[src/hw/wdrc_pkg.sv]
// Package: register map, field layout and timing for the watchdog control
// How it works
// - Baud doubler bit one doubles serial port 1 rate, zero gives nominal.
// - Power-on flag set by power-on reset, kept through all other resets.
// - Power-fail enable gates interrupt; in stop also needs band-gap select.
// - Power-fail event or software write of one sets flag and interrupt.
// - Timeout sets warning flag 512 clocks before any watchdog reset.
// - Warning flag writable only by timed access; software clears it.
// - Watchdog reset sets reset flag, power-on clears it, else kept.
// - Software setting the reset flag never causes a watchdog reset.
// - With reset enable zero the watchdog leaves reset flag alone.
// - Reset enable one makes timeout reset device; zero, counter runs on.
// - Reset enable timed-access only, kept through non-power-on resets.
// - Timed-access write of one to restart bit clears watchdog count.
// - Restart bit always reads back as zero.
package wdrc_pkg;
  localparam logic [9:0] WDRC_CTRL_INDEX = 10'h0FF;
  localparam logic [11:0] WDRC_CTRL_ADDR = {WDRC_CTRL_INDEX, 2'h0};
  localparam logic [11:0] WDRC_IRQ_STAT_ADDR = 12'h400;
  localparam logic [11:0] WDRC_IRQ_MASK_ADDR = 12'h404;
  localparam logic [11:0] WDRC_UNLOCK_ADDR = 12'h408;
  localparam logic [11:0] WDRC_STATUS_ADDR = 12'h40C;
  localparam logic [7:0] WDRC_KEY1 = 8'hAA;
  localparam logic [7:0] WDRC_KEY2 = 8'h55;
  localparam logic [2:0] WDRC_TA_WINDOW = 3'h3;
  localparam int WDRC_WARN_CLOCKS = 512;
  localparam int WDRC_TIMEOUT_DEF = 131072;
  localparam int WDRC_BIT_BAUD = 7;
  localparam int WDRC_BIT_POR = 6;
  localparam int WDRC_BIT_PFEN = 5;
  localparam int WDRC_BIT_PFF = 4;
  localparam int WDRC_BIT_WARN = 3;
  localparam int WDRC_BIT_WRF = 2;
  localparam int WDRC_BIT_EN = 1;
  localparam int WDRC_BIT_RST = 0;
  localparam int WDRC_EV_PF = 0;
  localparam int WDRC_EV_WARN = 1;
  localparam int WDRC_EV_WDR = 2;
  localparam logic [2:0] WDRC_EV_ZERO = 3'h0;
  localparam logic [31:0] WDRC_ZERO32 = 32'h0000_0000;

  typedef enum logic [1:0] {TA_IDLE, TA_KEY1, TA_OPEN} wdrc_ta_e;

  typedef struct packed {
    logic baud_double_port1;
    logic power_on_flag;
    logic power_fail_int_enable;
    logic power_fail_flag;
    logic wdog_warning_flag;
    logic wdog_reset_flag;
    logic wdog_reset_enable;
  } wdrc_ctrl_s;

  typedef struct packed {
    wdrc_ctrl_s ctrl;
    wdrc_ta_e ta_state;
    logic [2:0] ta_cnt;
    logic [31:0] wd_cnt;
    logic warn_phase;
    logic [9:0] warn_cnt;
    logic [2:0] irq_stat;
    logic [2:0] irq_mask;
    logic pf_irq_prev;
    logic wdog_rst_pulse;
    logic [31:0] prdata;
    logic pslverr;
  } wdrc_state_s;
endpackage

[src/hw/wdrc_ctrl.sv]
// Watchdog, reset-cause flags and power-fail control behind an APB slave
//
// The APB slave port was left to the implementer.
`timescale 1ns/10ps
module wdrc_ctrl
  import wdrc_pkg::*;
#(
  parameter int TIMEOUT_CLOCKS = WDRC_TIMEOUT_DEF
) (
  input wire logic mclk, // System clock, 250 MHz
  input wire logic arst_n, // Async reset, active low
  input wire logic por_event, // Reset was a power-on reset (held at release)
  input wire logic stop_mode, // Core in stop mode
  input wire logic bandgap_stop_select, // Band-gap active in stop
  input wire logic power_fail_detect, // Supply below threshold, level
  input wire logic psel, // APB select
  input wire logic penable, // APB enable
  input wire logic pwrite, // APB direction
  input wire logic [11:0] paddr, // APB byte address
  input wire logic [31:0] pwdata, // APB write data
  input wire logic [3:0] pstrb, // APB byte strobes
  output logic pready, // APB ready
  output logic [31:0] prdata, // APB read data
  output logic pslverr, // APB error, unmapped address
  output logic baud_double_port1, // Serial port 1 rate doubler
  output logic power_fail_irq, // Power-fail interrupt request
  output logic wdog_reset_req, // One-cycle device reset request
  output logic irq // Summary interrupt, level
);

  wdrc_state_s st_r;
  wdrc_state_s st_nxt;
  logic boot_r; // First edge after release captures reset cause

  function automatic logic hit(input logic [11:0] a, input logic [11:0] b);
    hit = (a == b);
  endfunction

  logic acc;
  logic wr;
  logic rd;
  logic ta_ok;
  logic [7:0] wb;
  logic pf_src;
  logic timeout;
  logic warn_done;
  logic [2:0] ev;
  logic [7:0] ctrl_byte;
  logic ans_r;

  always_comb begin
    acc = psel && penable;
    // Writes land on the completing edge only; a repeat would break unlock
    wr = acc && ans_r && pwrite && pstrb[0];
    rd = acc && !pwrite;
    wb = pwdata[7:0];
    ta_ok = (st_r.ta_state == TA_OPEN);
    ev = WDRC_EV_ZERO;
    st_nxt = st_r;
    st_nxt.wdog_rst_pulse = 1'b0;
    st_nxt.prdata = WDRC_ZERO32;
    st_nxt.pslverr = 1'b0;
    ctrl_byte = {st_r.ctrl, 1'b0};

    // ----------------------------------------------------------------
    // Timed-access unlock
    // ----------------------------------------------------------------
    unique case (st_r.ta_state)
      TA_IDLE: begin
        if (wr && hit(paddr, WDRC_UNLOCK_ADDR) && wb == WDRC_KEY1) begin
          st_nxt.ta_state = TA_KEY1;
        end
      end
      TA_KEY1: begin
        if (wr && hit(paddr, WDRC_UNLOCK_ADDR) && wb == WDRC_KEY2) begin
          st_nxt.ta_state = TA_OPEN;
          st_nxt.ta_cnt = WDRC_TA_WINDOW;
        end else if (wr) begin
          st_nxt.ta_state = TA_IDLE;
        end
      end
      TA_OPEN: begin
        // Window closes after one protected write or on expiry
        if (wr && hit(paddr, WDRC_CTRL_ADDR)) begin
          st_nxt.ta_state = TA_IDLE;
        end else if (st_r.ta_cnt == 3'h0) begin
          st_nxt.ta_state = TA_IDLE;
        end else begin
          st_nxt.ta_cnt = st_r.ta_cnt - 3'h1;
        end
      end
      default: begin
        st_nxt.ta_state = TA_IDLE;
      end
    endcase

    // ----------------------------------------------------------------
    // Watchdog counter and warning delay
    // ----------------------------------------------------------------
    timeout = !st_r.warn_phase &&
              (st_r.wd_cnt == 32'(TIMEOUT_CLOCKS - 1));
    warn_done = st_r.warn_phase &&
                (st_r.warn_cnt == 10'(WDRC_WARN_CLOCKS - 1));
    if (st_r.warn_phase) begin
      st_nxt.warn_cnt = st_r.warn_cnt + 10'h1;
    end else begin
      st_nxt.wd_cnt = st_r.wd_cnt + 32'h1;
    end
    if (timeout) begin
      st_nxt.ctrl.wdog_warning_flag = 1'b1;
      st_nxt.warn_phase = 1'b1;
      st_nxt.warn_cnt = 10'h0;
      ev[WDRC_EV_WARN] = 1'b1;
    end
    if (warn_done) begin
      // Without reset enable the counter simply restarts
      st_nxt.warn_phase = 1'b0;
      st_nxt.wd_cnt = 32'h0;
      if (st_r.ctrl.wdog_reset_enable) begin
        st_nxt.wdog_rst_pulse = 1'b1;
        ev[WDRC_EV_WDR] = 1'b1;
      end
    end

    // ----------------------------------------------------------------
    // Register writes
    // ----------------------------------------------------------------
    if (wr && hit(paddr, WDRC_CTRL_ADDR)) begin
      st_nxt.ctrl.baud_double_port1 = wb[WDRC_BIT_BAUD];
      st_nxt.ctrl.power_fail_int_enable = wb[WDRC_BIT_PFEN];
      st_nxt.ctrl.power_fail_flag = wb[WDRC_BIT_PFF];
      st_nxt.ctrl.wdog_reset_flag = wb[WDRC_BIT_WRF];
      if (ta_ok) begin
        st_nxt.ctrl.power_on_flag = wb[WDRC_BIT_POR];
        st_nxt.ctrl.wdog_warning_flag = wb[WDRC_BIT_WARN];
        st_nxt.ctrl.wdog_reset_enable = wb[WDRC_BIT_EN];
        if (wb[WDRC_BIT_RST]) begin
          st_nxt.wd_cnt = 32'h0;
          st_nxt.warn_phase = 1'b0;
          st_nxt.wdog_rst_pulse = 1'b0;
        end
      end
    end
    if (wr && hit(paddr, WDRC_IRQ_STAT_ADDR)) begin
      st_nxt.irq_stat = st_r.irq_stat & ~wb[2:0];
    end
    if (wr && hit(paddr, WDRC_IRQ_MASK_ADDR)) begin
      st_nxt.irq_mask = wb[2:0];
    end

    // ----------------------------------------------------------------
    // Power-fail and event capture; hardware set wins over clear
    // ----------------------------------------------------------------
    pf_src = power_fail_detect && !st_r.pf_irq_prev;
    st_nxt.pf_irq_prev = power_fail_detect;
    if (pf_src) begin
      st_nxt.ctrl.power_fail_flag = 1'b1;
      ev[WDRC_EV_PF] = 1'b1;
    end
    if (st_nxt.wdog_rst_pulse) begin
      st_nxt.ctrl.wdog_reset_flag = 1'b1;
    end
    if (timeout) begin
      st_nxt.ctrl.wdog_warning_flag = 1'b1;
    end
    st_nxt.irq_stat = st_nxt.irq_stat | ev;

    // ----------------------------------------------------------------
    // Read data
    // ----------------------------------------------------------------
    if (rd) begin
      if (hit(paddr, WDRC_CTRL_ADDR)) begin
        st_nxt.prdata = {24'h0, ctrl_byte};
      end else if (hit(paddr, WDRC_IRQ_STAT_ADDR)) begin
        st_nxt.prdata = {29'h0, st_r.irq_stat};
      end else if (hit(paddr, WDRC_IRQ_MASK_ADDR)) begin
        st_nxt.prdata = {29'h0, st_r.irq_mask};
      end else if (hit(paddr, WDRC_STATUS_ADDR)) begin
        st_nxt.prdata = {30'h0, st_r.warn_phase, ta_ok};
      end else if (!hit(paddr, WDRC_UNLOCK_ADDR)) begin
        st_nxt.pslverr = 1'b1;
      end
    end else if (acc && !(hit(paddr, WDRC_CTRL_ADDR) ||
        hit(paddr, WDRC_IRQ_STAT_ADDR) || hit(paddr, WDRC_IRQ_MASK_ADDR) ||
        hit(paddr, WDRC_UNLOCK_ADDR) || hit(paddr, WDRC_STATUS_ADDR))) begin
      st_nxt.pslverr = 1'b1;
    end
  end

  // ------------------------------------------------------------------
  // State register; reset-cause flags survive non-power-on resets
  // ------------------------------------------------------------------
  always_ff @(posedge mclk or negedge arst_n) begin
    if (!arst_n) begin
      // Cause flags and reset enable have no reset term: a warm reset
      // must leave them alone, and a cold start sets them below
      st_r.ctrl.baud_double_port1 <= 1'b0;
      st_r.ctrl.power_fail_int_enable <= 1'b0;
      st_r.ctrl.power_fail_flag <= 1'b0;
      st_r.ctrl.wdog_warning_flag <= 1'b0;
      st_r.ta_state <= TA_IDLE;
      st_r.ta_cnt <= 3'h0;
      st_r.wd_cnt <= 32'h0;
      st_r.warn_phase <= 1'b0;
      st_r.warn_cnt <= 10'h0;
      st_r.irq_stat <= 3'h0;
      st_r.irq_mask <= 3'h0;
      st_r.pf_irq_prev <= 1'b0;
      st_r.wdog_rst_pulse <= 1'b0;
      st_r.prdata <= WDRC_ZERO32;
      st_r.pslverr <= 1'b0;
      boot_r <= 1'b1;
    end else begin
      boot_r <= 1'b0;
      st_r <= st_nxt;
      if (boot_r && por_event) begin
        // Cold start: only now are the cause flags defined
        st_r.ctrl.power_on_flag <= 1'b1;
        st_r.ctrl.wdog_reset_flag <= 1'b0;
        st_r.ctrl.wdog_reset_enable <= 1'b0;
      end
    end
  end

  // A slave read pulse is registered, so answer one cycle into access
  always_ff @(posedge mclk or negedge arst_n) begin
    if (!arst_n) begin
      ans_r <= 1'b0;
    end else begin
      ans_r <= psel && penable && !ans_r;
    end
  end

  always_comb begin
    pready = ans_r;
    prdata = st_r.prdata;
    pslverr = st_r.pslverr && ans_r;
    baud_double_port1 = st_r.ctrl.baud_double_port1;
    wdog_reset_req = st_r.wdog_rst_pulse;
    power_fail_irq = st_r.ctrl.power_fail_flag &&
                     st_r.ctrl.power_fail_int_enable &&
                     (!stop_mode || bandgap_stop_select);
    // A set mask bit silences its source
    irq = |(st_r.irq_stat & ~st_r.irq_mask);
  end

endmodule

[config.mk]
export PLATFORM = sky130hd
export DESIGN_NAME = wdrc_ctrl
export DESIGN_NICKNAME = d
export VERILOG_FILES = /design/src/hw/wdrc_pkg.sv /design/src/hw/wdrc_ctrl.sv
export SDC_FILE = /design/constraint.sdc
export NUM_CORES = 1
export LEC_CHECK = 0
export ABC_CLOCK_PERIOD_IN_PS = 2890
export BUFFER_PORTS_ARGS = -buffer_cell sky130_fd_sc_hd__clkbuf_2
export CAP_MARGIN = 20
export CORE_UTILIZATION = 58
export CTS_CLUSTER_SIZE = 16
export DETAILED_ROUTE_END_ITERATION = 8
export PLACE_DENSITY = 0.95
export SLEW_MARGIN = 0
export SYNTH_ARGS = -nofsm -noshare
export SYNTH_HDL_FRONTEND = slang
export SYNTH_SLANG_ARGS = --single-unit
[constraint.sdc]
create_clock -name mclk -period 2.89 [get_ports mclk]
set_input_delay 0.578 -clock mclk [delete_from_list [all_inputs] [get_ports mclk]]
set_output_delay 0.578 -clock mclk [all_outputs]
set_load 0.01 [all_outputs]
==> results_tabular.tex <==
\begin{tabular}{lr}
\hline
Metric & Value \\
\hline
\multicolumn{2}{l}{\textbf{Run status}} \\
Run status & finished, final reports clean \\
\multicolumn{2}{l}{\textbf{Global route}} \\
Grt total ovfl & 0 \\
Vias in the first global route & 2904 \\
M2 GR Usage & 40.62\% \\
Global-route usage over all layers & 22.38\% \\
Pin count of the biggest net entering global routing & 45 \\
GR Layer Usage met1 & 24.95\% \\
Wire length of the first global-routing pass & 12630 µm \\
Initial antenna violation count & 0 \\
Global-route layer with the greatest usage & met2 \\
GR met3 Demand/Resource & 5.934\% \\
\multicolumn{2}{l}{\textbf{Floorplanning}} \\
Initial standard-cell utilization of the core & 61.76\% \\
Std cell rows & 29 \\
Die outline area & 7253 µm² \\
Core box area & 6495 µm² \\
Vert. Die Dim & 85.17 µm \\
X dimension of the die & 85.17 µm \\
IO Pins & 95 \\
\multicolumn{2}{l}{\textbf{Power and ir drop}} \\
Peak supply drop & 0.3688 mV \\
Share of power burned in registers & 55.6\% \\
Switching power & 422.7 µW \\
Fraction of power consumed by the clock network & 39.6\% \\
Switching part of the total power & 22.23\% \\
Power density over cell area & 441.3 nW/µm² \\
Cell Int Power & 1479 µW \\
Portion of total power attributed to combinational logic & 4.8\% \\
Static Leakage & 0.002024 µW \\
\multicolumn{2}{l}{\textbf{Timing}} \\
Final worst path period need & 2210 ps \\
Setup clock skew after layout & 10.07 ps \\
Slew @ Worst Pin & 809.6 ps \\
Achievable clock frequency & 452.6 MHz \\
Total of endpoints with negative setup slack in the final report & 0 \\
Number of max-slew violations in the final report & 0 \\
Total negative slack for setup checks & 0 ps \\
Final worst-path cycle share & 76.46\% \\
Worst max-slew margin expressed relative to the limit & 45.27\% \\
Final count of hold timing violations & 0 \\
Unrepaired setup endpoints after global routing & no \\
\multicolumn{2}{l}{\textbf{Clock network}} \\
H-tree lvl count & 3 \\
Post-cts repair resize count & 0 \\
Hold buffers post-CTS & 0 \\
Number of CTS-inserted buffers & 9 \\
Clock tree from TritonCTS & done \\
Setup repair bufs after CTS & 0 \\
Deepest clock path buffer count & 2 \\
Clk sinks & 74 \\
Root cell of the clock tree & clkbuf\_8 \\
Clock slew at reported path FFs & 70 ps \\
Clock network latency to the later pin of the worst-skew pair & 350 ps \\
\multicolumn{2}{l}{\textbf{Drt}} \\
Via density & 5.667 \\
Final wirelength & 7712 µm \\
Post-detailed-route count of antenna-violating nets & 0 \\
Total via count in the routed design & 2981 \\
DRC violation count after routing & 0 \\
Routed len/inst & 14.66 µm \\
1st-iter DRT viols & 122 \\
Detailed-routing iteration count for the pre-antenna-repair pass & 5 \\
\multicolumn{2}{l}{\textbf{Worst setup path}} \\
Reg2Reg Setup Slack & 680 ps \\
Kind of capture point of the worst setup path & register \\
Worst R2R End & st\_r[47]\$\_DFFE\_PN0P\_ \\
Depth of the worst register-to-register path & 6 \\
Crit path required time & 3120 ps \\
Critical path class & register to register \\
Reg2reg start & st\_r[52]\$\_DFF\_PN0\_ \\
Startpoint types & register \\
Largest driver fanout on the critical path & 12 \\
Arr. time, crit path & 2440 ps \\
\multicolumn{2}{l}{\textbf{Final layout}} \\
Layout cells sized above 1 & 17.82\% \\
Count of fill cells added during filler insertion & 495 \\
P\&R area growth vs syn & 7.392\% \\
Count of inserted antenna diode cells & 0 \\
Final standard cell count with taps included and fillers excluded & 526 \\
Net count reported at finish & 505 \\
\multicolumn{2}{l}{\textbf{Min path}} \\
Worst min path class & primary input to async pin \\
\multicolumn{2}{l}{\textbf{Logic synthesis}} \\
Sequential share of the synthesized area & 46.57\% \\
Predominant post-synthesis flop cell & dfrtp\_1 \\
Yosys cell types & 56 \\
Synth Warn \# & 0 \\
Avg Synthesized Cell Area & 9.808 µm² \\
Post-synthesis async set-or-reset flop share & 95.95\% \\
Number of enable flip-flop cells after synthesis & 3 \\
Area of the mapped netlist & 4011 µm² \\
Synth Instances & 409 \\
Number of storage elements in the synthesis netlist & 74 \\
\multicolumn{2}{l}{\textbf{Placed design}} \\
GP Congestion & 0.8799 \\
DP HPWL & 5502 µm \\
Count of buffers from port buffering & 43 \\
DP Cell Count & 510 \\
\multicolumn{2}{l}{\textbf{Flow run}} \\
Max capacitance violation total & 0 \\
\hline
\end{tabular}
flip-flops by register name (all words and copies together) (netlist names):
name	count
baud_double_port1	1
boot_r	1
ctrl_byte	6
prdata	8
pready	1
st_r	56
wdog_reset_req	1
logic make-up (layout without fill, tap and decap cells):
group           after synthesis  after routing  synth area share, %
mux                          16             16                4.273
xor+xnor                     34             34                7.424
other cells                   1             25              0.09348
flops                        74             74                46.57
compound gates               30             30                5.022
fa+ha+maj                     4              4                1.248
simple gates                187            187                25.83
buf+inv                      63             79                9.544
area by class of cell:
cell class	count	area, µm²	share of cell area, %
Clock inverter	3	40.04	0.9294
Sequential cell	74	1868	43.36
Tap cell	77	96.34	2.236
Timing Repair Buffer	46	250.2	5.809
Inverter	17	63.81	1.481
Clock buffer	13	138.9	3.224
Multi-Input combinational cell	296	1851	42.96
metrics by stage:
stage	cell area, µm²	power, µW	setup WS (ps)	hold slack, ps	utilization [%]
2_1_floorplan	4101	1136	763.4	282.4	-
3_3_place_gp	4129	1165	682.2	418.1	63.57
3_5_place_dp	4129	1168	619.4	441.0	63.57
4_1_cts	4308	1916	630.8	287.3	66.33
5_1_grt	4308	1967	526.3	318.2	66.33
6_report	4308	1901	680.4	272.5	66.33
synth_stat cells (7+ instances only):
cell type  count  area, µm²
mux2i_1        7      70.07
nand4_1       12      75.07
nor2_1        49      183.9
nand3_1       13      65.06
a21oi_1        7      35.03
mux2_2         9      101.4
and2_1         7      43.79
inv_1         17      63.81
nor3_1        23      115.1
nand2_1       32      120.1
xnor2_1       28      245.2
buf_2          8      40.04
dfrtp_1       70       1752
buf_4         32      240.2
cells in the final DEF, fill, tap and decap left out, types with 4 or more instances in the layout:
master / synthesis / routed
clkbuf_2: 1 / 42
nor2_1: 49 / 49
and2_1: 7 / 7
mux2i_1: 7 / 7
conb_1: 1 / 25
a21oi_1: 7 / 7
clkbuf_8: 0 / 9
nor4_1: 5 / 5
and3_1: 5 / 5
inv_1: 17 / 17
xor2_1: 6 / 6
dfrtp_1: 70 / 70
clkbuf_1: 3 / 4
ha_1: 4 / 4
o21ai_0: 5 / 5
nor2b_1: 5 / 5
nand4_1: 12 / 12
xnor2_1: 28 / 28
nor3_1: 23 / 23
and4_1: 4 / 4
nand4b_1: 4 / 4
nand2_1: 32 / 32
nand3_1: 13 / 13
mux2_2: 9 / 9
o31ai_1: 4 / 4
power by group through the flow:
stage	sequential [µW]	combinational (µW)	clock, µW
final	1060	90.6	753
after global routing	1060	102	808
after CTS	1060	91.2	767
after detailed placement	1080	91.0	0
after global placement	1080	88.5	0
after floorplan	1080	60.3	0
worst max path at each step:
stage,endpoint,start,depth (start not counted)
floorplan,ctrl_byte[2]$_SDFFCE_PP0P_,paddr[3],7
global placement,ctrl_byte[2]$_SDFFCE_PP0P_,paddr[1],6
detailed placement,ctrl_byte[2]$_SDFFCE_PP0P_,paddr[1],6
CTS,st_r[47]$_DFFE_PN0P_,st_r[52]$_DFF_PN0_,6
global route,st_r[47]$_DFFE_PN0P_,st_r[52]$_DFF_PN0_,6
finish,st_r[47]$_DFFE_PN0P_,st_r[52]$_DFF_PN0_,6
routing by layer:
layer,vias up,wire length [µm]
li1,1419,-
met1,1427,3116
met2,116,3972
met3,19,451
met4,0,172
met5,-,0
worst max-delay path, stage by stage, from the launching register on:
cell and delay (ps):
dfrtp_1 380, ha_1 210, nand4b_1 220, or3_4 530, nor3_1 400, nor2_1 80
mux2_2 270
No activity file was read; power rests on OpenSTA's default activity.
